[config.mk]
export PLATFORM = sky130hd
export DESIGN_NAME = irvm_controller
export DESIGN_NICKNAME = d
export VERILOG_FILES = /design/src/design/irvm_pkg.sv /design/src/design/irvm_src_if.sv /design/src/design/irvm_source.sv /design/src/design/irvm_controller.sv
export VERILOG_INCLUDE_DIRS = /design/src /design/src/design
export SDC_FILE = /design/constraint.sdc
export NUM_CORES = 1
export LEC_CHECK = 0
export ABC_AREA = 0
export BUFFER_PORTS_ARGS = -buffer_cell sky130_fd_sc_hd__buf_2
export CELL_PAD_IN_SITES_DETAIL_PLACEMENT = 1
export CELL_PAD_IN_SITES_GLOBAL_PLACEMENT = 1
export CORE_AREA = 5 5 83 85
export DETAILED_ROUTE_END_ITERATION = 6
export DIE_AREA = 0 0 88 90
export PLACE_DENSITY = 0.79
export SYNTH_ARGS = -nofsm -noshare
export SYNTH_HDL_FRONTEND = slang
export SYNTH_SLANG_ARGS = --single-unit
[constraint.sdc]
create_clock -name sys_clk -period 1.9 [get_ports sys_clk]
set_clock_uncertainty 0.2 [all_clocks]
set_input_delay 0.38 -clock sys_clk [delete_from_list [all_inputs] [get_ports sys_clk]]
set_output_delay 0.38 -clock sys_clk [all_outputs]
set_load 0.01 [all_outputs]
[src/design/irvm_regs.svh]
`ifndef IRVM_REGS_SVH
`define IRVM_REGS_SVH

// Register byte offsets on the Avalon-MM slave.
`define IRVM_ADDR_W        6
`define IRVM_OFS_GLOBAL    6'h00
`define IRVM_OFS_FLAGS     6'h04
`define IRVM_OFS_ENABLE    6'h08
`define IRVM_OFS_MASK      6'h0c
`define IRVM_OFS_VECTOR    6'h10
`define IRVM_OFS_TAKEN     6'h14

// Flag, enable and mask layout, shared by those three registers, plus the global enable bit.
`define IRVM_NSRC          5
`define IRVM_BIT_NMI       0
`define IRVM_BIT_VLM       1
`define IRVM_BIT_OVF       2
`define IRVM_BIT_CMP       3
`define IRVM_BIT_PIT       4
`define IRVM_BIT_GIE       0

// Vector numbers and their word entry addresses.
`define IRVM_VEC_W         3
`define IRVM_WADDR_W       8
`define IRVM_VEC_RESET     3'h0
`define IRVM_VEC_NMI       3'h1
`define IRVM_VEC_VLM       3'h2
`define IRVM_VEC_CNT       3'h3
`define IRVM_VEC_PIT       3'h4
`define IRVM_WADDR_RESET   8'h00
`define IRVM_WADDR_NMI     8'h02
`define IRVM_WADDR_VLM     8'h04
`define IRVM_WADDR_CNT     8'h06
`define IRVM_WADDR_PIT     8'h08

// Vector status register fields.
`define IRVM_VS_VEC_LSB    0
`define IRVM_VS_ADDR_LSB   8
`define IRVM_VS_PEND_BIT   16
`define IRVM_VS_NMI_BIT    17

`define IRVM_RST_GLOBAL    1'h0
`define IRVM_RST_FLAGS     5'h00
`define IRVM_RST_MASK      5'h00

`endif

[src/design/irvm_pkg.sv]
`include "irvm_regs.svh"

package irvm_pkg;

    typedef enum logic [0:0] {
        IRVM_BUS_IDLE   = 1'b0,
        IRVM_BUS_ANSWER = 1'b1
    } irvm_bus_state_t;

    typedef logic [`IRVM_NSRC-1:0] irvm_src_vec_t;

endpackage : irvm_pkg

[src/design/irvm_src_if.sv]
interface irvm_src_if #(
    parameter int W = 1
);
    logic [W-1:0] set_evt;
    logic [W-1:0] clr;
    logic         en_we;
    logic [W-1:0] en_wdata;
    logic [W-1:0] flags;
    logic [W-1:0] en;
    logic [W-1:0] req;

    modport ctl (
        output set_evt,
        output clr,
        output en_we,
        output en_wdata,
        input  flags,
        input  en,
        input  req
    );

    modport src (
        input  set_evt,
        input  clr,
        input  en_we,
        input  en_wdata,
        output flags,
        output en,
        output req
    );
endinterface : irvm_src_if

[src/design/irvm_source.sv]
`include "irvm_regs.svh"

// One peripheral instance: its flags, its enable bits and its request lines.
module irvm_source #(
    parameter int W = 1
) (
    // Clock and reset
    input wire logic sys_clk,
    input wire logic rstn,
    // Link to the controller
    irvm_src_if.src  port
);

    logic [W-1:0] flags;
    logic [W-1:0] en;

    // A set in the same cycle as a clear wins, so no event is lost.
    always_ff @(posedge sys_clk) begin
        if (!rstn) begin
            flags <= '0;
        end else begin
            flags <= (flags & ~port.clr) | port.set_evt;
        end
    end

    always_ff @(posedge sys_clk) begin
        if (!rstn) begin
            en <= '0;
        end else if (port.en_we) begin
            en <= port.en_wdata;
        end
    end

    assign port.flags = flags;
    assign port.en    = en;
    assign port.req   = flags & en;

endmodule : irvm_source

[src/design/irvm_controller.sv]
`include "irvm_regs.svh"

module irvm_controller (
    // Clock and reset
    input  wire logic                      sys_clk,
    input  wire logic                      rstn,
    // Avalon-MM slave
    input  wire logic [`IRVM_ADDR_W-1:0]   avs_address,
    input  wire logic                      avs_read,
    input  wire logic                      avs_write,
    input  wire logic [31:0]               avs_writedata,
    input  wire logic [3:0]                avs_byteenable,
    output logic [31:0]                    avs_readdata,
    output logic                           avs_waitrequest,
    // Peripheral event pulses
    input  wire logic                      memory_scan_nmi_source,
    input  wire logic                      voltage_level_monitor_source,
    input  wire logic [1:0]                counter_overflow_compare_source,
    input  wire logic                      periodic_timer_source,
    // Processor core side
    input  wire logic                      core_vector_ack,
    output logic                           core_req,
    output logic                           core_nmi,
    output logic [`IRVM_VEC_W-1:0]         core_vector,
    output logic [`IRVM_WADDR_W-1:0]       core_address,
    // Summary interrupt
    output logic                           irq
);

    irvm_pkg::irvm_bus_state_t bus_state;
    irvm_pkg::irvm_bus_state_t next_bus_state;

    logic                      global_en;
    irvm_pkg::irvm_src_vec_t   irq_mask;
    logic [`IRVM_VEC_W-1:0]    taken_vector;

    irvm_pkg::irvm_src_vec_t   all_flags;
    irvm_pkg::irvm_src_vec_t   all_en;
    irvm_pkg::irvm_src_vec_t   all_req;

    logic                      wr_fire;
    logic                      wr_low;
    logic                      hit_flags;
    logic                      hit_enable;
    irvm_pkg::irvm_src_vec_t   clr_bits;
    logic [31:0]               next_readdata;

    logic                      pend_nmi;
    logic                      pend_vlm;
    logic                      pend_cnt;
    logic                      pend_pit;
    logic                      next_req;
    logic                      next_nmi;
    logic [`IRVM_VEC_W-1:0]    next_vector;
    logic [`IRVM_WADDR_W-1:0]  next_address;

    // One link per peripheral instance, each owning its own vector.
    irvm_src_if #(.W(1)) nmi_if ();
    irvm_src_if #(.W(1)) vlm_if ();
    irvm_src_if #(.W(2)) cnt_if ();
    irvm_src_if #(.W(1)) pit_if ();

    irvm_source #(.W(1)) u_nmi (
        .sys_clk (sys_clk),
        .rstn    (rstn),
        .port    (nmi_if.src)
    );

    irvm_source #(.W(1)) u_vlm (
        .sys_clk (sys_clk),
        .rstn    (rstn),
        .port    (vlm_if.src)
    );

    irvm_source #(.W(2)) u_cnt (
        .sys_clk (sys_clk),
        .rstn    (rstn),
        .port    (cnt_if.src)
    );

    irvm_source #(.W(1)) u_pit (
        .sys_clk (sys_clk),
        .rstn    (rstn),
        .port    (pit_if.src)
    );

    // Bus decode. A write takes effect only at the edge where waitrequest is low.
    assign wr_fire    = avs_write && (bus_state == irvm_pkg::IRVM_BUS_ANSWER);
    assign wr_low     = wr_fire && avs_byteenable[0];
    assign hit_flags  = (avs_address == `IRVM_OFS_FLAGS);
    assign hit_enable = (avs_address == `IRVM_OFS_ENABLE);
    assign clr_bits   = (wr_low && hit_flags) ? avs_writedata[`IRVM_NSRC-1:0] : '0;

    // Event and clear routing into the peripheral instances.
    assign nmi_if.set_evt  = memory_scan_nmi_source;
    assign vlm_if.set_evt  = voltage_level_monitor_source;
    assign cnt_if.set_evt  = counter_overflow_compare_source;
    assign pit_if.set_evt  = periodic_timer_source;

    assign nmi_if.clr = clr_bits[`IRVM_BIT_NMI];
    assign vlm_if.clr = clr_bits[`IRVM_BIT_VLM];
    assign cnt_if.clr = clr_bits[`IRVM_BIT_CMP:`IRVM_BIT_OVF];
    assign pit_if.clr = clr_bits[`IRVM_BIT_PIT];

    assign nmi_if.en_we = wr_low && hit_enable;
    assign vlm_if.en_we = wr_low && hit_enable;
    assign cnt_if.en_we = wr_low && hit_enable;
    assign pit_if.en_we = wr_low && hit_enable;

    assign nmi_if.en_wdata = avs_writedata[`IRVM_BIT_NMI];
    assign vlm_if.en_wdata = avs_writedata[`IRVM_BIT_VLM];
    assign cnt_if.en_wdata = avs_writedata[`IRVM_BIT_CMP:`IRVM_BIT_OVF];
    assign pit_if.en_wdata = avs_writedata[`IRVM_BIT_PIT];

    assign all_flags = {pit_if.flags, cnt_if.flags, vlm_if.flags, nmi_if.flags};
    assign all_en    = {pit_if.en, cnt_if.en, vlm_if.en, nmi_if.en};
    assign all_req   = {pit_if.req, cnt_if.req, vlm_if.req, nmi_if.req};

    // Bus handshake: every access answers exactly one cycle after it is seen.
    always_comb begin
        next_bus_state = bus_state;
        unique case (bus_state)
            irvm_pkg::IRVM_BUS_IDLE: begin
                if (avs_read || avs_write) begin
                    next_bus_state = irvm_pkg::IRVM_BUS_ANSWER;
                end
            end
            irvm_pkg::IRVM_BUS_ANSWER: begin
                next_bus_state = irvm_pkg::IRVM_BUS_IDLE;
            end
        endcase
    end

    always_ff @(posedge sys_clk) begin
        if (!rstn) begin
            bus_state <= irvm_pkg::IRVM_BUS_IDLE;
        end else begin
            bus_state <= next_bus_state;
        end
    end

    always_ff @(posedge sys_clk) begin
        if (!rstn) begin
            avs_waitrequest <= 1'b1;
        end else begin
            avs_waitrequest <= !(next_bus_state == irvm_pkg::IRVM_BUS_ANSWER);
        end
    end

    // Read data is latched on the edge that enters the answer cycle.
    always_comb begin
        next_readdata = 32'h0000_0000;
        unique case (avs_address)
            `IRVM_OFS_GLOBAL: begin
                next_readdata[`IRVM_BIT_GIE] = global_en;
            end
            `IRVM_OFS_FLAGS: begin
                next_readdata[`IRVM_NSRC-1:0] = all_flags;
            end
            `IRVM_OFS_ENABLE: begin
                next_readdata[`IRVM_NSRC-1:0] = all_en;
            end
            `IRVM_OFS_MASK: begin
                next_readdata[`IRVM_NSRC-1:0] = irq_mask;
            end
            `IRVM_OFS_VECTOR: begin
                next_readdata[`IRVM_VS_VEC_LSB +: `IRVM_VEC_W]    = core_vector;
                next_readdata[`IRVM_VS_ADDR_LSB +: `IRVM_WADDR_W] = core_address;
                next_readdata[`IRVM_VS_PEND_BIT]                  = core_req;
                next_readdata[`IRVM_VS_NMI_BIT]                   = core_nmi;
            end
            `IRVM_OFS_TAKEN: begin
                next_readdata[`IRVM_VS_VEC_LSB +: `IRVM_VEC_W] = taken_vector;
            end
            default: begin
                next_readdata = 32'h0000_0000;
            end
        endcase
    end

    always_ff @(posedge sys_clk) begin
        if (!rstn) begin
            avs_readdata <= 32'h0000_0000;
        end else if (avs_read && bus_state == irvm_pkg::IRVM_BUS_IDLE) begin
            avs_readdata <= next_readdata;
        end
    end

    // Software-owned control state.
    always_ff @(posedge sys_clk) begin
        if (!rstn) begin
            global_en <= `IRVM_RST_GLOBAL;
        end else if (wr_low && avs_address == `IRVM_OFS_GLOBAL) begin
            global_en <= avs_writedata[`IRVM_BIT_GIE];
        end
    end

    always_ff @(posedge sys_clk) begin
        if (!rstn) begin
            irq_mask <= `IRVM_RST_MASK;
        end else if (wr_low && avs_address == `IRVM_OFS_MASK) begin
            irq_mask <= avs_writedata[`IRVM_NSRC-1:0];
        end
    end

    // The summary line follows the sticky flags, not the enables, so polling
    // software can use it with every vector enable left clear.
    always_ff @(posedge sys_clk) begin
        if (!rstn) begin
            irq <= 1'b0;
        end else begin
            irq <= |(all_flags & irq_mask);
        end
    end

    // Request qualification and fixed priority.
    assign pend_nmi = nmi_if.req;
    assign pend_vlm = vlm_if.req && global_en;
    assign pend_cnt = (|cnt_if.req) && global_en;
    assign pend_pit = pit_if.req && global_en;

    always_comb begin
        next_req     = 1'b1;
        next_nmi     = 1'b0;
        next_vector  = `IRVM_VEC_RESET;
        next_address = `IRVM_WADDR_RESET;
        if (pend_nmi) begin
            next_nmi     = 1'b1;
            next_vector  = `IRVM_VEC_NMI;
            next_address = `IRVM_WADDR_NMI;
        end else if (pend_vlm) begin
            next_vector  = `IRVM_VEC_VLM;
            next_address = `IRVM_WADDR_VLM;
        end else if (pend_cnt) begin
            next_vector  = `IRVM_VEC_CNT;
            next_address = `IRVM_WADDR_CNT;
        end else if (pend_pit) begin
            next_vector  = `IRVM_VEC_PIT;
            next_address = `IRVM_WADDR_PIT;
        end else begin
            next_req = 1'b0;
        end
    end

    // Outputs to the core are registered; they drop one cycle after the
    // flag clears, which the core must allow for before re-sampling.
    always_ff @(posedge sys_clk) begin
        if (!rstn) begin
            core_req     <= 1'b0;
            core_nmi     <= 1'b0;
            core_vector  <= `IRVM_VEC_RESET;
            core_address <= `IRVM_WADDR_RESET;
        end else begin
            core_req     <= next_req;
            core_nmi     <= next_nmi;
            core_vector  <= next_vector;
            core_address <= next_address;
        end
    end

    always_ff @(posedge sys_clk) begin
        if (!rstn) begin
            taken_vector <= `IRVM_VEC_RESET;
        end else if (core_vector_ack && core_req) begin
            taken_vector <= core_vector;
        end
    end

endmodule : irvm_controller

==> Word level (Yosys, flattened, before mapping) <==
Cells that the tools add are included.
{ "op_classes": {"bitwise": 19, "reduce_logical": 18, "n_mux": 20, "n_eq_ne": 5} }
{ "ops": {"columns": ["cell", "n"], "rows": [
  ["== test 6 x 4 -> 1 bit (second input constant)", 2],
  ["== test 6 x 5 -> 1 bit (second input constant)", 2],
  ["logical AND 1 bit", 11],
  ["2-to-1 mux 10 bit", 1],
  ["one-hot mux 2 bit (5 select lines)", 1],
  ["2-to-1 mux 3 bit", 3],
  ["2-to-1 mux 1 bit", 7],
  ["bitwise AND 1 bit", 6],
  ["== test 6 x 3 -> 1 bit (second input constant)", 1],
  ["logical NOT 6 bit", 1],
  ["2-to-1 mux 2 bit", 3],
  ["one-hot mux 1 bit (6 select lines)", 1],
  ["one-hot mux 2 bit (3 select lines)", 1],
  ["bitwise AND 5 bit", 1],
  ["2-to-1 mux 5 bit", 1],
  ["inverter 1 bit", 5],
  ["OR reduction 5 bit", 1],
  ["bitwise AND 2 bit", 2],
  ["2-to-1 mux 4 bit", 1],
  ["OR reduction 2 bit", 2],
  ["OR reduction 4 bit", 1],
  ["OR 1 bit", 3],
  ["inverter 2 bit", 1],
  ["OR 2 bit", 1],
  ["3 further kinds", 3]
]} }
{ "totals": {"wordCells": 85, "inputBits": 52, "out_inout_bits": 47, "regBits": 46} }

==> Longest topological paths before layout <==
{ "logic_depth": {"depth_word": 7, "ltp_mapped": 5, "mapped_depth_nobuf": 4} }

==> Hierarchy <==
Synthesis repeated with hierarchy kept, for this count alone.
{ "hier_totals": {"cells_unflattened": 204, "hier_area_um2": 1979.4} }
{ "modules_own_cells": {"columns": ["module", "seq_area_each_um2", "area_per_inst_um2", "cells_each", "instances"], "rows": [
  ["irvm_controller", 540.5, 1571.5, 169, 1],
  ["irvm_source at u_nmi ...", 40.0, 85.1, 7, 3],
  ["irvm_source at u_cnt", 80.1, 152.6, 14, 1]
]} }

==> Least setup slack after synthesis <==
Ideal clock, no wire load.
{ "synth_path": {"path_type": "input port to flip-flop", "from": "input port avs_address[4]", "to": "register avs_readdata[1]", "t_required_ns": 1.582, "stages": 4, "arrival_time_ns": 1.307, "n_path_buf": 0, "path_slack_ns": 0.275, "setup_ns": 0.118, "cell_sequence": "mux2_1 > mux4_2 > a22oi_1 > nor2b_1"} }
{ "synth_between": {"elab_chain_cells": 2, "elab_cells_between_ends": 6, "classes_between": "eq/ne: 5; mux: 1"} }
{ "synth_lines": {"columns": ["item", "line", "text"], "rows": [
  ["from (decl)", "irvm_controller.sv:8", "input wire logic [`IRVM_ADDR_W-1:0] avs_address,"],
  ["== test 6 x 5 -> 1 bit, or another cell as far along", "irvm_controller.sv:153", "unique case (avs_address)"],
  ["one-hot mux 2 bit (5 select lines) *", "irvm_controller.sv:153", null],
  ["to (signal assigned)", "irvm_controller.sv:185", "avs_readdata <= next_readdata;"],
  ["to (decl)", "irvm_controller.sv:13", "output logic [31:0] avs_readdata,"]
]} }
Every way passes the cells marked *; elsewhere a longest branch is shown, timed or not.
A chain may end at the register's enable or synchronous reset.

==> Worst setup path in the final report <==
{ "layout_path": {"from": "register u_vlm.flags, in the netlist u_vlm.port.flags", "to": "register avs_readdata[1]"} }
{ "layout_between": {"elab_chain_cells": 1} }
{ "layout_lines": {"columns": ["item", "line", "text"], "rows": [
  ["from (decl)", "irvm_source.sv:14", "logic [W-1:0] flags;"],
  ["from (signal assigned)", "irvm_source.sv:22", "flags <= (flags & ~port.clr) | port.set_evt;"],
  ["one-hot mux 2 bit (5 select lines)", "irvm_controller.sv:153", null]
]} }
Every way passes these cells.

==> results.md <==
- Initial core utilization: 29.6%
- DR vias: 1497
- Global route hottest layer: met2
- Combined area of the multi-input logic cells: 883 um^2
- Floorplan row count: 29
- Io pins: 99
- Average wire per standard cell: 14.0 um
- Post-CTS Setup Inserts: 0
- Weighted congestion at the end of routability-driven global placement: 0.813
- TritonCTS clock tree: done
- Depth of the worst register-to-register path: 4
- Commonest cells after routing, fill and taps aside: sky130_fd_sc_hd__buf_2, sky130_fd_sc_hd__dfxtp_1, sky130_fd_sc_hd__conb_1
- Max Cap Violations: 0
- Num CTS Buffers: 5
- # DRC: 0
- Netlist area before placement: 1810 um^2
- Layout cell share with drive strength beyond 1: 28.2%
- Tcrit/Tclk final: 84.3%
- Pin count of the biggest net entering global routing: 26
- Status: finished clean
- Distinct cell type count of the synthesized netlist: 34
- Worst Setup Path Type: reg -> reg
- Unrepaired setup endpoints after global routing: no
- Antenna cell count: 0
- Sequential share of the synthesized area: 40.8%
- Signed area change from the synthesized netlist to the final layout: 16.5%
- Maximum count of clock buffers along a single path: 2
- Leading post-synthesis cells by cell area: sky130_fd_sc_hd__dfxtp_1, sky130_fd_sc_hd__buf_4, sky130_fd_sc_hd__nand3_1
- Arrival @ worst endpoint: 1590 ps
- P_leak: 0.924 nW
- Synthesized flop and latch total: 37
- Cells resized by post-CTS repair: 0
- Area fraction of the dominant cell type after synthesis: 40.8%
- Filler cell count: 744
- Required time at the endpoint of the critical path: 1890 ps
- Sequential cell area: 741 um^2
- Final slew viol count: 0
- Path class of the lowest-slack min-delay path: in -> reg
- Detailed placement HPWL: 3700 um
- Hold-fix buffers at CTS: 0
- Number of sinks handled by clock tree synthesis: 37
- Inst Count DP: 314
- Overflow left after global routing: 0
- Synthesized netlist cell count: 200
- Ratio of total power to cell area: 727 nW/um^2
- Total wire length: 4520 um
- Worst Setup Start Kind: register
- Clock transition at the registers of the reported paths: 70 ps
- Final hold viol count: 0
- Setup violators final: 0
- Clock Root Buffer: sky130_fd_sc_hd__clkbuf_8
- X dimension of the die: 88 um
- Number of global-route vias before repair: 1638
- Hold Crit Depth: 2
- Post-synthesis cell type with the largest combined area: sky130_fd_sc_hd__dfxtp_1
- Number of vias per cell: 4.65
- Internal reg-to-reg setup slack: 300 ps
- Per-instance average area after synthesis: 9.07 um^2
- Kind of end point of the critical path: register
- Violation count after the first detailed-routing iteration: 58
- Maximum fanout count along the critical path: 2
- Post-route insts no fill: 322
- Post-layout min period: 1600 ps
- H-tree levels: 2
- Post-route antenna net violation count: 0
- Core ar.: 6130 um^2
- Most common library cell in the layout ignoring fill and taps: sky130_fd_sc_hd__buf_2
- Die area: 7920 um^2
- Layout net count: 296
- Latest clock arrival within the worst-skew pair: 290 ps
- Total track usage: 12.2%
- FMAX: 624 MHz
- Global-route wire length before repair: 7620 um
- Grt met2 use: 19.8%
- Routing usage on met1: 15.1%
- Synth warn: 0
- Met3 track demand over resource in global routing: 3.38%
- Initial antenna violation count: 0
- Max VDD drop: 0.000362 V
- Die extent in y: 90 um
- Drt pass-1 iters: 6
- Buffers on Ports: 41
- Post-layout utilization of the core: 34.5%
[path summary, 6_finish.rpt]
| check | from | end |
|---|---|---|
| worst max-delay path | u_vlm.port.flags | avs_readdata[1] |
| worst min-delay path | avs_writedata[2] | u_cnt.port.flags[0] |
| worst max register to register | u_vlm.port.flags | avs_readdata[1] |
| worst min register to register | avs_readdata[2] | avs_readdata[2] |
[per-layer routing]
metal | vias to the layer above | part of all wire [%]
met5 | - | 0
met1 | 701 | 45
met4 | 0 | 1.6
met2 | 52 | 47
li1 | 737 | -
met3 | 7 | 6.8
[report_power, final]
part           switching [mW]  internal [mW]  total, mW
clock network           0.271          0.328      0.599
logic                  0.0883         0.0516      0.140
registers              0.0104          0.786      0.797
total                   0.370           1.17       1.54
[layout make-up]
type | instances | share of cell area, %
multi-input cells | 144 | 41.8
flip-flops and latches | 37 | 35.1
repair buffers | 49 | 12.6
clock buffers | 7 | 4.56
well taps | 77 | 4.56
inverters | 7 | 1.24
clock inverters | 1 | 0.237
[cells in the mapped netlist]
| cell | n |
|---|---|
| sky130_fd_sc_hd__a22o_1 | 1 |
| sky130_fd_sc_hd__nand3_1 | 18 |
| sky130_fd_sc_hd__conb_1 | 1 |
| sky130_fd_sc_hd__mux2_2 | 3 |
| sky130_fd_sc_hd__buf_4 | 31 |
| sky130_fd_sc_hd__dfxtp_1 | 37 |
| sky130_fd_sc_hd__mux4_2 | 3 |
| sky130_fd_sc_hd__a211oi_1 | 1 |
| sky130_fd_sc_hd__mux2_1 | 1 |
| sky130_fd_sc_hd__nor2b_1 | 9 |
| sky130_fd_sc_hd__buf_2 | 2 |
| sky130_fd_sc_hd__or3_1 | 1 |
| sky130_fd_sc_hd__clkbuf_1 | 5 |
| sky130_fd_sc_hd__a21bo_2 | 1 |
| sky130_fd_sc_hd__a21oi_1 | 1 |
| sky130_fd_sc_hd__nand3_2 | 1 |
| sky130_fd_sc_hd__nand2_2 | 1 |
| sky130_fd_sc_hd__and3_1 | 2 |
| sky130_fd_sc_hd__nor2_1 | 3 |
| sky130_fd_sc_hd__a22oi_1 | 9 |
| sky130_fd_sc_hd__o21ai_0 | 18 |
| sky130_fd_sc_hd__nor4_2 | 2 |
| sky130_fd_sc_hd__inv_1 | 7 |
| sky130_fd_sc_hd__a222oi_1 | 1 |
| sky130_fd_sc_hd__mux2i_1 | 2 |
| sky130_fd_sc_hd__nor4b_1 | 1 |
| sky130_fd_sc_hd__nand4_2 | 1 |
| sky130_fd_sc_hd__a21boi_0 | 6 |
| sky130_fd_sc_hd__nand2b_1 | 2 |
| sky130_fd_sc_hd__o211ai_1 | 1 |
| sky130_fd_sc_hd__nand2_1 | 17 |
| sky130_fd_sc_hd__a21boi_1 | 1 |
| sky130_fd_sc_hd__a41oi_1 | 5 |
| sky130_fd_sc_hd__and2_1 | 5 |
[logic make-up after synthesis]
family          after synthesis  share of synthesized area, %
buf+inv                      45                          15.9
simple gates                 63                          19.1
compound gates               45                          16.7
other cells                   1                         0.207
flops                        37                          40.8
mux                           9                          7.31
[critical path, stage by stage (launching register included)]
cell                      delay [ps]
sky130_fd_sc_hd__dfxtp_1         330
sky130_fd_sc_hd__mux2_1          280
sky130_fd_sc_hd__mux4_2          460
sky130_fd_sc_hd__a22oi_1         170
sky130_fd_sc_hd__nor2b_1          60
[per-stage QoR]
stage               instance area (um^2)  setup slack, ps  total power, mW  setup TNS (ps)  hold slack [ps]
floorplan                           1910              275            0.936               0              240
CTS                                 2110              280             1.56               0             97.3
global placement                    2010             23.0            0.950               0              240
finish                              2110              298             1.54               0              101
detailed placement                  2010            -14.7            0.954           -14.7              244
global route                        2110              217             1.60               0              113
[state kept, by name, summed over array words and instances (netlist names)]
signal / count
core_nmi: 1
bus_state: 1
u_nmi.port.en: 1
irq_mask: 5
u_vlm.port.en: 1
irq: 1
core_vector: 3
global_en: 1
core_req: 1
u_cnt.port.en: 2
avs_readdata: 10
taken_vector: 3
u_cnt.port.flags: 2
u_pit.port.en: 1
avs_waitrequest: 1
u_pit.port.flags: 1
u_nmi.port.flags: 1
u_vlm.port.flags: 1
No activity file was read; power rests on OpenSTA's default activity.
